<file path="src/include/sd_err_pkg.sv">
// constants, register map and state codes of the command/data error flags
// assumes nothing beyond a SystemVerilog compiler that reads packages first
package sd_err_pkg;

   // register port widths
   localparam int ADDR_W = 8;
   localparam int DATA_W = 32;

   // register offsets (byte addresses, one aligned word each)
   localparam logic [ADDR_W-1:0] ADDR_FLAGS  = 8'h00;
   localparam logic [ADDR_W-1:0] ADDR_ENABLE = 8'h04;
   localparam logic [ADDR_W-1:0] ADDR_ARG    = 8'h08;
   localparam logic [ADDR_W-1:0] ADDR_CMD    = 8'h0c;
   localparam logic [ADDR_W-1:0] ADDR_RSP    = 8'h10;

   // error flag layout
   localparam int FLAG_W       = 5;
   localparam int BIT_CMD_TOUT = 0;
   localparam int BIT_CMD_CRC  = 1;
   localparam int BIT_CMD_END  = 2;
   localparam int BIT_CMD_IDX  = 3;
   localparam int BIT_DAT_TOUT = 4;
   localparam logic [FLAG_W-1:0] FLAGS_RESET = 5'h00;

   // command control word layout
   localparam int IDX_W        = 6;
   localparam int CTL_RSP_BIT  = 8;
   localparam int CTL_BUSY_BIT = 9;

   // frame layout on the command line
   localparam int FRAME_W = 48;
   localparam int CRC_W   = 7;
   localparam int ARG_W   = 32;
   localparam logic [5:0] FRAME_BITS = 6'h30;  // 48 bits per frame
   localparam logic [5:0] FRAME_LAST = 6'h2f;
   localparam logic [5:0] CRC_SPAN   = 6'h28;  // bits covered by crc
   localparam logic [CRC_W-1:0] CRC_POLY = 7'h09;
   localparam logic [1:0] FRAME_HEAD = 2'h1;   // start 0, direction 1

   // response window in link clock cycles after the end bit
   localparam int RSP_WAIT_CYCLES = 64;

   // command sequencer states
   typedef enum logic [1:0] {
      ST_IDLE = 2'b00,
      ST_SEND = 2'b01,
      ST_WAIT = 2'b10,
      ST_RECV = 2'b11
   } cmd_state_e;

endpackage

</file>
<file path="src/hdl/bit_sync.sv">
// two flip-flop synchroniser for levels from outside the clock domain
// assumes the input is a slow level compared with clk
`timescale 1ns/1ps
module bit_sync #(
   parameter int WIDTH = 1
) (
   input  wire logic             clk,
   input  wire logic             nrst,
   input  wire logic [WIDTH-1:0] din,
   output      logic [WIDTH-1:0] dout
);

   typedef struct packed {
      logic [WIDTH-1:0] meta;
      logic [WIDTH-1:0] safe;
   } sync_s;

   sync_s r;
   sync_s next_r;

   // first stage feeds the second stage only
   always_comb begin
      next_r      = r;
      next_r.meta = din;
      next_r.safe = r.meta;
   end

   always_ff @(posedge clk or negedge nrst) begin
      if (!nrst) begin
         r <= '0;
      end else begin
         r <= next_r;
      end
   end

   assign dout = r.safe;

endmodule

</file>
<file path="src/hdl/crc7_step.sv">
// one serial step of the 7-bit command crc
// assumes the caller holds the crc register and chooses the input bit
`timescale 1ns/1ps
module crc7_step
   import sd_err_pkg::*;
(
   input  wire logic [sd_err_pkg::CRC_W-1:0] crc_in,
   input  wire logic                         bit_in,
   output      logic [sd_err_pkg::CRC_W-1:0] crc_out
);
   import sd_err_pkg::*;

   logic feedback;

   // shift left, fold the polynomial in when the feedback is one
   always_comb begin
      feedback = bit_in ^ crc_in[CRC_W-1];
      crc_out  = {crc_in[CRC_W-2:0], 1'b0} ^ (feedback ? CRC_POLY : '0);
   end

endmodule

</file>
<file path="src/hdl/sd_cmd_err_flags.sv">
// command sequencer with error detection and sticky error flags
// assumes sdclk_pin and cmd_in come from pins, the data timeout pulses
// come from data path logic on clk, and an outside wire resolves cmd
// Functional notes
// - Data timeout flag sets on busy, write crc status or read timeout.
// - Command index flag sets when the response index differs.
// - Command end bit flag sets when the response end bit is zero.
// - Command crc flag sets on a response crc mismatch without timeout.
// - A driven one read back as zero aborts the command and sets crc.
// - That conflict also sets the command timeout flag.
// - Apart from a conflict, command timeout sets only after RSP_WAIT link cycles (64 by default) with no response.
// - On a conflict the timeout flag sets at once, without the window.
// - The crc and timeout pair encodes none, timeout, crc or conflict.
// - Writing one clears a flag, zero leaves it, several at once.
// - Interrupt is high while an enabled flag is set.
`timescale 1ns/1ps
module sd_cmd_err_flags
   import sd_err_pkg::*;
#(
   parameter int RSP_WAIT = sd_err_pkg::RSP_WAIT_CYCLES
) (
   input  wire logic                          clk,
   input  wire logic                          nrst,
   input  wire logic                          sdclk_pin,
   input  wire logic                          cmd_in,
   output      logic                          cmd_out,
   output      logic                          cmd_oe,
   input  wire logic [sd_err_pkg::ADDR_W-1:0] addr,
   input  wire logic [sd_err_pkg::DATA_W-1:0] wdata,
   input  wire logic                          wr,
   input  wire logic                          rd,
   output      logic [sd_err_pkg::DATA_W-1:0] rdata,
   input  wire logic                          busy_timeout_r1b,
   input  wire logic                          busy_timeout_wr,
   input  wire logic                          crc_status_timeout,
   input  wire logic                          read_data_timeout,
   output      logic                          irq
);
   import sd_err_pkg::*;

   localparam logic [5:0] WAIT_LAST = 6'(RSP_WAIT - 1);

   ////////////////////////////////////////////////////////////////////////
   // parameter check
   initial begin
      if (RSP_WAIT < 2 || RSP_WAIT > 64) begin
         $error("response window must lie between 2 and 64");
      end
   end

   ////////////////////////////////////////////////////////////////////////
   // state
   typedef struct packed {
      cmd_state_e           state;
      logic [5:0]           bitcnt;
      logic [5:0]           waitcnt;
      logic [CRC_W-1:0]     crc;
      logic [FRAME_W-1:0]   shreg;
      logic                 line_out;
      logic                 line_oe;
      logic                 expect_rsp;
      logic [IDX_W-1:0]     idx;
      logic [ARG_W-1:0]     arg;
      logic [ARG_W-1:0]     rsp;
      logic [FLAG_W-1:0]    flags;
      logic [FLAG_W-1:0]    enable;
      logic [DATA_W-1:0]    rd_word;
      logic                 irq_q;
      logic                 clk_prev;
   } err_s;

   err_s r;
   err_s next_r;

   logic [1:0]         sync_out;
   logic               clk_s;
   logic               cmd_s;
   logic               rise;
   logic               fall;
   logic               crc_bit;
   logic [CRC_W-1:0]   crc_next;
   logic [FLAG_W-1:0]  set;
   logic [FLAG_W-1:0]  clr;
   logic               conflict;
   logic               rsp_done;
   logic [FRAME_W-1:0] frame;
   logic               start;

   ////////////////////////////////////////////////////////////////////////
   // pin synchronisers and crc step
   bit_sync #(
      .WIDTH (2)
   ) pin_sync (
      .clk  (clk),
      .nrst (nrst),
      .din  ({sdclk_pin, cmd_in}),
      .dout (sync_out)
   );

   assign clk_s = sync_out[1];
   assign cmd_s = sync_out[0];

   // transmit bits while sending, line bits while receiving
   assign crc_bit = (r.state == ST_SEND) ? r.shreg[FRAME_W-1] : cmd_s;

   crc7_step crc_unit (
      .crc_in  (r.crc),
      .bit_in  (crc_bit),
      .crc_out (crc_next)
   );

   ////////////////////////////////////////////////////////////////////////
   // next state
   always_comb begin
      next_r          = r;
      set             = '0;
      clr             = '0;
      conflict        = 1'b0;
      rsp_done        = 1'b0;
      frame           = {r.shreg[FRAME_W-2:0], cmd_s};
      rise            = clk_s & ~r.clk_prev;
      fall            = ~clk_s & r.clk_prev;
      start           = wr && addr == ADDR_CMD && r.state == ST_IDLE;
      next_r.clk_prev = clk_s;

      // data path timeouts, any of four
      set[BIT_DAT_TOUT] = busy_timeout_r1b | busy_timeout_wr |
                          crc_status_timeout | read_data_timeout;

      // command sequencer
      case (r.state)
         ST_IDLE: begin
            if (start) begin
               next_r.state      = ST_SEND;
               next_r.bitcnt     = '0;
               next_r.crc        = '0;
               next_r.idx        = wdata[IDX_W-1:0];
               next_r.expect_rsp = wdata[CTL_RSP_BIT];
               next_r.shreg      = {FRAME_HEAD, wdata[IDX_W-1:0], r.arg,
                                    8'h00};
            end
         end
         ST_SEND: begin
            if (rise && r.line_oe && r.line_out && !cmd_s) begin
               conflict          = 1'b1;
               next_r.line_oe    = 1'b0;
               next_r.line_out   = 1'b1;
               next_r.state      = ST_IDLE;
               set[BIT_CMD_CRC]  = 1'b1;
               set[BIT_CMD_TOUT] = 1'b1;
            end else if (fall) begin
               if (r.bitcnt == FRAME_BITS) begin
                  next_r.line_oe  = 1'b0;
                  next_r.line_out = 1'b1;
                  next_r.waitcnt  = '0;
                  next_r.crc      = '0;
                  next_r.state    = r.expect_rsp ? ST_WAIT : ST_IDLE;
               end else begin
                  next_r.line_oe = 1'b1;
                  next_r.bitcnt  = r.bitcnt + 6'h01;
                  if (r.bitcnt < CRC_SPAN) begin
                     next_r.line_out = r.shreg[FRAME_W-1];
                     next_r.shreg    = {r.shreg[FRAME_W-2:0], 1'b0};
                     next_r.crc      = crc_next;
                  end else if (r.bitcnt < FRAME_LAST) begin
                     next_r.line_out = r.crc[CRC_W-1];
                     next_r.crc      = {r.crc[CRC_W-2:0], 1'b0};
                  end else begin
                     next_r.line_out = 1'b1;  // end bit
                  end
               end
            end
         end
         ST_WAIT: begin
            if (rise) begin
               if (!cmd_s) begin
                  next_r.state  = ST_RECV;
                  next_r.bitcnt = 6'h01;
                  next_r.shreg  = frame;
                  next_r.crc    = crc_next;
               end else if (r.waitcnt == WAIT_LAST) begin
                  set[BIT_CMD_TOUT] = 1'b1;
                  next_r.state      = ST_IDLE;
               end else begin
                  next_r.waitcnt = r.waitcnt + 6'h01;
               end
            end
         end
         ST_RECV: begin
            if (rise) begin
               next_r.shreg  = frame;
               next_r.bitcnt = r.bitcnt + 6'h01;
               if (r.bitcnt < CRC_SPAN) begin
                  next_r.crc = crc_next;
               end
               if (r.bitcnt == FRAME_LAST) begin
                  rsp_done     = 1'b1;
                  next_r.state = ST_IDLE;
                  next_r.rsp   = frame[ARG_W+CRC_W:CRC_W+1];
                  set[BIT_CMD_END] = ~cmd_s;
                  set[BIT_CMD_IDX] =
                     frame[FRAME_W-3:FRAME_W-2-IDX_W] != r.idx;
                  // a response arrived, so this command had no timeout
                  set[BIT_CMD_CRC] = frame[CRC_W:1] != r.crc;
               end
            end
         end
         default: begin
            next_r.state = ST_IDLE;
         end
      endcase

      // register writes
      if (wr) begin
         case (addr)
            ADDR_FLAGS:  clr = wdata[FLAG_W-1:0];
            ADDR_ENABLE: next_r.enable = wdata[FLAG_W-1:0];
            ADDR_ARG:    next_r.arg = wdata;
            default: begin
            end
         endcase
      end

      // sticky flags, a set in the clearing cycle wins
      next_r.flags = (r.flags & ~clr) | set;

      // interrupt level from the enabled flags
      next_r.irq_q = |(r.flags & r.enable);

      // read data stand in the cycle after the strobe only
      next_r.rd_word = '0;
      if (rd) begin
         case (addr)
            ADDR_FLAGS:  next_r.rd_word = 32'(r.flags);
            ADDR_ENABLE: next_r.rd_word = 32'(r.enable);
            ADDR_ARG:    next_r.rd_word = r.arg;
            ADDR_CMD: begin
               next_r.rd_word[IDX_W-1:0]   = r.idx;
               next_r.rd_word[CTL_RSP_BIT]  = r.expect_rsp;
               next_r.rd_word[CTL_BUSY_BIT] = r.state != ST_IDLE;
            end
            ADDR_RSP:    next_r.rd_word = r.rsp;
            default:     next_r.rd_word = '0;
         endcase
      end
   end

   ////////////////////////////////////////////////////////////////////////
   // registers
   always_ff @(posedge clk or negedge nrst) begin
      if (!nrst) begin
         r          <= '0;
         r.state    <= ST_IDLE;
         r.line_out <= 1'b1;
         r.flags    <= FLAGS_RESET;
      end else begin
         r <= next_r;
      end
   end

   assign cmd_out = r.line_out;
   assign cmd_oe  = r.line_oe;
   assign rdata   = r.rd_word;
   assign irq     = r.irq_q;

   ////////////////////////////////////////////////////////////////////////
   // checks
   data_timeout_a: assert property (
      @(posedge clk) disable iff (!nrst)
      (busy_timeout_r1b || busy_timeout_wr || crc_status_timeout ||
       read_data_timeout) |=> r.flags[BIT_DAT_TOUT])
      else $error("data timeout flag missed");

   index_fault_a: assert property (
      @(posedge clk) disable iff (!nrst)
      (rsp_done && frame[FRAME_W-3:FRAME_W-2-IDX_W] != r.idx)
      |=> r.flags[BIT_CMD_IDX])
      else $error("index fault flag missed");

   end_bit_a: assert property (
      @(posedge clk) disable iff (!nrst)
      (rsp_done && !cmd_s) |=> r.flags[BIT_CMD_END])
      else $error("end bit fault flag missed");

   rsp_crc_a: assert property (
      @(posedge clk) disable iff (!nrst)
      (rsp_done && frame[CRC_W:1] != r.crc) |=> r.flags[BIT_CMD_CRC])
      else $error("response crc flag missed");

   conflict_abort_a: assert property (
      @(posedge clk) disable iff (!nrst)
      (r.state == ST_SEND && rise && r.line_oe && r.line_out && !cmd_s)
      |=> !cmd_oe && r.state == ST_IDLE && r.flags[BIT_CMD_CRC])
      else $error("conflict did not abort the command");

   conflict_pair_a: assert property (
      @(posedge clk) disable iff (!nrst)
      conflict |=> r.flags[BIT_CMD_TOUT] && r.flags[BIT_CMD_CRC])
      else $error("conflict did not set both flags");

   timeout_window_a: assert property (
      @(posedge clk) disable iff (!nrst)
      (set[BIT_CMD_TOUT] && !conflict)
      |-> r.state == ST_WAIT && r.waitcnt == WAIT_LAST && rise && cmd_s)
      else $error("timeout set outside the response window");

   conflict_fast_a: assert property (
      @(posedge clk) disable iff (!nrst)
      conflict |-> r.state == ST_SEND ##1 r.flags[BIT_CMD_TOUT])
      else $error("timeout after conflict was delayed");

   flag_clear_a: assert property (
      @(posedge clk) disable iff (!nrst)
      (wr && addr == ADDR_FLAGS)
      |=> (r.flags & $past(wdata[FLAG_W-1:0]) & ~$past(set)) == '0)
      else $error("written one did not clear a flag");

   irq_level_a: assert property (
      @(posedge clk) disable iff (!nrst)
      ##1 irq == $past(|(r.flags & r.enable)))
      else $error("interrupt does not follow enabled flags");

   flag_hold_a: assert property (
      @(posedge clk) disable iff (!nrst)
      !(wr && addr == ADDR_FLAGS) |=> (r.flags & $past(r.flags)) ==
                                       $past(r.flags))
      else $error("flag dropped without a clearing write");

endmodule

</file>
<file path="config.mk">
export PLATFORM = sky130hd
export DESIGN_NAME = sd_cmd_err_flags
export DESIGN_NICKNAME = d
export VERILOG_FILES = /design/src/include/sd_err_pkg.sv /design/src/hdl/bit_sync.sv /design/src/hdl/crc7_step.sv /design/src/hdl/sd_cmd_err_flags.sv
export SDC_FILE = /design/constraint.sdc
export NUM_CORES = 1
export LEC_CHECK = 0
export BUFFER_PORTS_ARGS = -buffer_cell sky130_fd_sc_hd__clkbuf_2
export CELL_PAD_IN_SITES_DETAIL_PLACEMENT = 0
export CELL_PAD_IN_SITES_GLOBAL_PLACEMENT = 1
export CORE_ASPECT_RATIO = 1.5
export CORE_MARGIN = 3
export CORE_UTILIZATION = 35
export CTS_CLUSTER_SIZE = 16
export DETAILED_ROUTE_END_ITERATION = 6
export GPL_ROUTABILITY_DRIVEN = 0
export PLACE_DENSITY_LB_ADDON = 0.1
export SETUP_SLACK_MARGIN = 0.05
export SYNTH_ARGS = -nofsm -noshare
export SYNTH_HDL_FRONTEND = slang
export SYNTH_SLANG_ARGS = --single-unit
export TNS_END_PERCENT = 5
</file>
<file path="constraint.sdc">
create_clock -name clk -period 2.4 [get_ports clk]
set_clock_uncertainty 0.05 [all_clocks]
set_input_delay 0.24 -clock clk [delete_from_list [all_inputs] [get_ports clk]]
set_output_delay 0.24 -clock clk [all_outputs]
set_load 0.01 [all_outputs]
</file>
# Word level (Yosys, flattened, before mapping)
# Index checks and enable logic that the tools add are counted.
word_totals:
  regBits: 190
  out_inout_bits: 35
classes:
  add_sub_neg: 2
  order_cmp: 2
  n_eq_ne: 29
  mux: 50
  bitwise: 14
  n_reduce_logical: 22
op_table:
  columns: ["operator", "n"]
  rows:
  - ["one-hot mux 55 bit (4 select lines)", 1]
  - ["two-way mux 55 bit", 3]
  - ["two-way mux 48 bit", 2]
  - ["two-way mux 71 bit", 1]
  - ["two-way mux 69 bit", 1]
  - ["two-way mux 67 bit", 1]
  - ["one-hot mux 22 bit (2 select lines)", 1]
  - ["two-way mux 32 bit", 1]
  - ["one-hot mux 8 bit (4 select lines)", 1]
  - ["two-way mux 6 bit", 5]
  - ["one-hot mux 6 bit (5 select lines)", 1]
  - ["two-way mux 7 bit", 4]
  - ["AND reduction 7 bit", 3]
  - ["two-way mux 2 bit", 10]
  - ["!= test 2 bit, second input constant", 10]
  - ["== test 6 bit, second input constant", 3]
  - ["== test 8 x 4 -> 1 bit, second input constant", 2]
  - ["two-way mux 8 bit", 2]
  - ["AND reduction 8 bit", 2]
  - ["adder 6 x 1 -> 6 bit, second input constant", 2]
  - ["less-than comparator 6 bit, second input constant", 2]
  - ["one-hot mux 6 bit (2 select lines)", 1]
  - ["bitwise AND 5 bit", 2]
  - ["two-way mux 5 bit", 2]
  - ["other kinds (32)", 56]

# Logic depth before layout (Yosys ltp)
logic_depth:
  ltp_word: 10
  depth_mapped: 9
  depth_no_buf: 7

# Cells and area by module
# From an unflattened synthesis, not the netlist that was laid out.
hier_totals:
  hier_cells: 778
  area_unflattened_um2: 8787.2
modules_own_cells:
  columns: ["mod", "instances", "cells_each", "area_each_um2", "seq_area_each_um2"]
  rows:
  - ["sd_cmd_err_flags", 1, 766, 8609.5, 4655.7]
  - ["bit_sync", 1, 4, 100.1, 100.1]
  - ["crc7_step", 1, 8, 77.6, 0.0]

# Least setup slack after synthesis
# Ideal clock, no wire load.
synth_timing:
  kind: "reg2reg"
  from: "register r[184] in the netlist's numbering"
  to: "register r[168] in the netlist's numbering"
  setup_time_ns: 0.065
  arrival_ns: 2.047
  required_time_ns: 2.285
  slack_ns: 0.238
  path_stages_with_launch: 9
  path_buffers: 1
  cell_sequence: "dfrtp_1 > inv_1 > ha_1 > clkbuf_1 > nor2_1 > a311oi_1 > o41ai_1 > a211oi_1 > mux2_2"
synth_between:
  elab_chain_cells: 10
  word_cells_on_any_way: 27
synth_lines:
  columns: ["item", "line", "text"]
  rows:
  - ["from (decl)", "sd_cmd_err_flags.sv:72", "err_s r;"]
  - ["from (signal assigned)", "sd_cmd_err_flags.sv:257", "r <= next_r;"]
  - ["== test 2 x 1 -> 1 bit", "sd_cmd_err_flags.sv:104, sd_cmd_err_flags.sv:131", null]
  - ["two-way mux 1 bit", "sd_cmd_err_flags.sv:104", "assign crc_bit = (r.state == ST_SEND) ? r.shreg[FRAME_W-1] : cmd_s;"]
  - ["bitwise XOR 1 bit", "crc7_step.sv:17", "feedback = bit_in ^ crc_in[CRC_W-1];"]
  - ["two-way mux 4 bit", "crc7_step.sv:18", "crc_out = {crc_in[CRC_W-2:0], 1'b0} ^ (feedback ? CRC_POLY : '0);"]
  - ["bitwise XOR 7 bit", "crc7_step.sv:18", null]
  - ["two-way mux 7 bit", "sd_cmd_err_flags.sv:161", "if (r.bitcnt < CRC_SPAN) begin"]
  - ["two-way mux 7 bit", "sd_cmd_err_flags.sv:152", "if (r.bitcnt == FRAME_BITS) begin"]
  - ["two-way mux 71 bit", "sd_cmd_err_flags.sv:151", "end else if (fall) begin"]
  - ["two-way mux 67 bit", "sd_cmd_err_flags.sv:144", "if (rise && r.line_oe && r.line_out && !cmd_s) begin"]
  - ["one-hot mux 55 bit (4 select lines)", "sd_cmd_err_flags.sv:131", "case (r.state)"]
# Several ways; a longest one is shown, not always the timed one. The select of a mux whose other input is x is not followed.
# A chain may end at the register's enable or synchronous reset.

# Worst setup path after layout
layout_timing:
  from: "register r[178] in the netlist's numbering"
  to: "register r[185] in the netlist's numbering"
layout_between:
  elab_chain_cells: 3
  word_cells_on_any_way: 5
layout_lines:
  columns: ["item", "line"]
  rows:
  - ["== test 6 bit (on tied branches)", "sd_cmd_err_flags.sv:152, sd_cmd_err_flags.sv:196"]
  - ["!= test 3 x 1 -> 1 bit (no line) / != test 2 bit (equally long branches)", null]
  - ["AND reduction 7 bit (no line) *", null]
# Every way passes the cells marked *; elsewhere a longest branch is shown, timed or not.

==> reports/qor.txt <==
worst skew pair latency = 0.44 ns
first-pass GRT wire length = 35.3 mm
Leak = 4.77 nW
DP Area = 9440 µm²
adder-cell share of the synthesized area = 1.15%
via/cell ratio = 5.07
Power Density = 848 nW/µm²
Comb pwr share = 23.6%
Ports = 85
P_sw = 2.83 mW
r2r startpoint = r[178]
CP endpoint kind = flop
largest net degree at the start of global routing = 59
Fillers = 2,374
synthesized flop and latch total = 190
Worst R2R Setup Slack = 0.15 ns
top_reg_cell synth = dfrtp_1
worst reg2reg path endpoint = r[185]
Post-synth EDFFs = 0
Die Wd = 135 µm
dpl hpwl = 15.4 mm
Area Growth Syn to Fin = 19.4%
most frequent cells in the layout = 189 x dfrtp_1, 86 x nand2_1, 83 x clkbuf_2, 80 x mux2_2, 69 x a22oi_1
TritonRoute pass-1 iters = 4
Worst Hold Class = primary input to flop
CTS Sinks = 190
CTS Buf Count = 17
Bufs on Longest Clock Path = 2
final hold slack = 0.0188 ns
syn_area_per_cell = 11.5 µm²
Crit Path Category = flop to flop
final setup fails = 0
synth warn = 0
vias = 6,028
power share of the clock group = 34.1%
Post-Syn Area = 8690 µm²
FP Rows = 70
ranking of synthesized cells by area = dfrtp_1 54%, mux2_2 10%, a22oi_1 6.0%
Reg power frac = 42.3%
simple logic cell fraction of the synthesized area = 10.7%
initial antenna violation count = 0
Detailed Route WL = 21.8 mm
post-synthesis compound-gate area fraction = 14.5%
Slew Limit Fails = 0
reg2reg path depth = 8
min-delay src = wdata[8]
starting DRC count in detailed routing = 308
gr usage total = 16.9%
vias in the first global route = 6,392
layout cell share with drive strength beyond 1 = 29.2%
area of the core = 24,400 µm²
post-route cell area = 10,400 µm²
Slew HR = 66.0%
Layout Nets = 909
largest family of logic cells by synthesized area = compound AO/OA/AOI/OAI gates
mux contribution to synthesized area = 11.1%
Peak supply drop = 0.510 mV
final worst path period share = 93.6%
Cells on Worst Hold Path = 2
top cell type's share of synthesized area = 54.4%
TNS Setup = 0 ns
Post-route DRC = 0
fmax = 445 MHz
switching share of power = 32.1%
Critical Path Fanout Max = 6
slew of the pin with the lowest slew margin = 0.509 ns
Final Hold Viols = 0
status = completed
Seq/Total Area, Yosys = 54.7%
number of diodes = 0
CTS tree = done
largest area contributor in the netlist = dfrtp_1
min Tclk post-route = 2.25 ns
depth of the CTS H-tree = 4
Clk pin slew, worst setup/hold paths = 0.07 ns
critical path arrival = 2.52 ns
Netlist cell types = 65
WL/cell = 18.3 µm
Hold EP = r[84]
FFs w/ async S/R, synth = 100%
Internal = 5.97 mW
die span in y = 199 µm
number of routed nets with antenna violations = 0
total chip power = 8.79 mW
Starting Density = 35.6%
Max Cap Violations = 0
WP data required = 2.67 ns
most common cell after layout, fill and taps aside = dfrtp_1
xor-xnor portion of the synthesized cell area = 1.81%
Overflow after GRT = 0
port bufs = 84
syn_nets = 817
Die Area = 26,800 µm²
CP startpoint kind = flop
Root Driver = clkbuf_16
RSZ-0062 raised after global routing = yes
Synth Instances = 759
## cell families (layout without fill, tap and decap cells)
family	after synthesis	count (layout)
flip-flops	190	190
AND/OR/NAND/NOR	189	189
AO/OA/AOI/OAI	179	179
buffers and inverters	89	194
multiplexers	86	86
XOR/XNOR	18	18
adder cells (fa/ha/maj)	8	8
## registers in the layout (all words and copies together), names as in the netlist
name / flops
rdata: 32
pin_sync.next_r: 2
cmd_oe: 1
pin_sync.dout: 2
frame: 47
irq: 1
r: 104
cmd_out: 1
## worst max-delay path, stage by stage (launching register included)
cell and delay [ns]:
dfrtp_1 0.45, inv_1 0.08, ha_1 0.21, and4bb_2 0.30, nand2_1 0.08, buf_4 0.16, o211a_1 0.23, a211oi_2 0.21
mux2_2 0.37
## cell type report
class | count | area, µm² | area share [%]
Multi-Input combinational cell | 480 | 3460 | 33.3
Sequential cell | 190 | 4760 | 45.8
Clock inverter | 14 | 184 | 1.77
Timing Repair Buffer | 150 | 1090 | 10.5
Inverter | 12 | 45.0 | 0.434
Clock buffer | 18 | 439 | 4.23
Tap cell | 324 | 405 | 3.91
## power groups by stage
stage               clock, mW  combinational [mW]  sequential, mW
global route             3.21                2.31            3.76
CTS                      3.10                2.10            3.72
finish                   3.00                2.08            3.72
floorplan                   0                1.34            3.70
detailed placement          0                2.06            3.78
global placement            0                2.00            3.77
## how the worst max path moves through the flow
stage	start	endpoint	slack, ns	cells after the start
after floorplan	r[184]	r[168]	0.24	8
after global placement	addr[5]	r[181]	0.17	6
after detailed placement	addr[5]	r[184]	0.14	6
after CTS	r[184]	r[168]	0.14	8
after global routing	r[178]	r[58]	0.02	6
final	r[178]	r[185]	0.15	8
## timing repair
item                                   CTS  global route
endpoints found under the hold margin   81             0
buffers inserted                         0             0
hold buffers                            30             0
gates resized for setup                  0             3
setup endpoints to repair                0            59
## synth_stat cells (3+ instances only)
cell        n
xnor2_1     8
nand4_1     3
nor2b_1    27
a222oi_1    9
mux2_2     80
nand3_1    15
buf_2       7
and2_1      4
buf_4      36
buf_6       5
dfrtp_1   189
o41ai_1     3
o31ai_1     5
nor4_1      5
inv_1      12
nor2_1     18
o21ai_0    21
clkbuf_1   28
nand2_1    86
a22oi_1    69
o21ai_1    40
and3_1      5
xor2_1     10
mux2i_1     6
ha_1        8
nand2b_1    4
or2b_1      3
nor3_1      4
a21oi_1     8
## layer usage
| metal | wire [µm] | global-route usage [%] |
|---|---|---|
| met1 | 8930 | 19.7 |
| met5 | 0 | 0 |
| met2 | 11800 | 31.0 |
| met3 | 551 | 2.81 |
| met4 | 462 | 6.11 |
## through the flow
stage               instances  setup slack, ns  util [%]
global placement         1126            0.174      38.6
finish                   1188            0.154      42.5
detailed placement       1126            0.141      38.6
floorplan                 759            0.238         -
CTS                      1188            0.143      42.4
global route             1188           0.0187      42.5
Power figures use the tool's default switching activity.
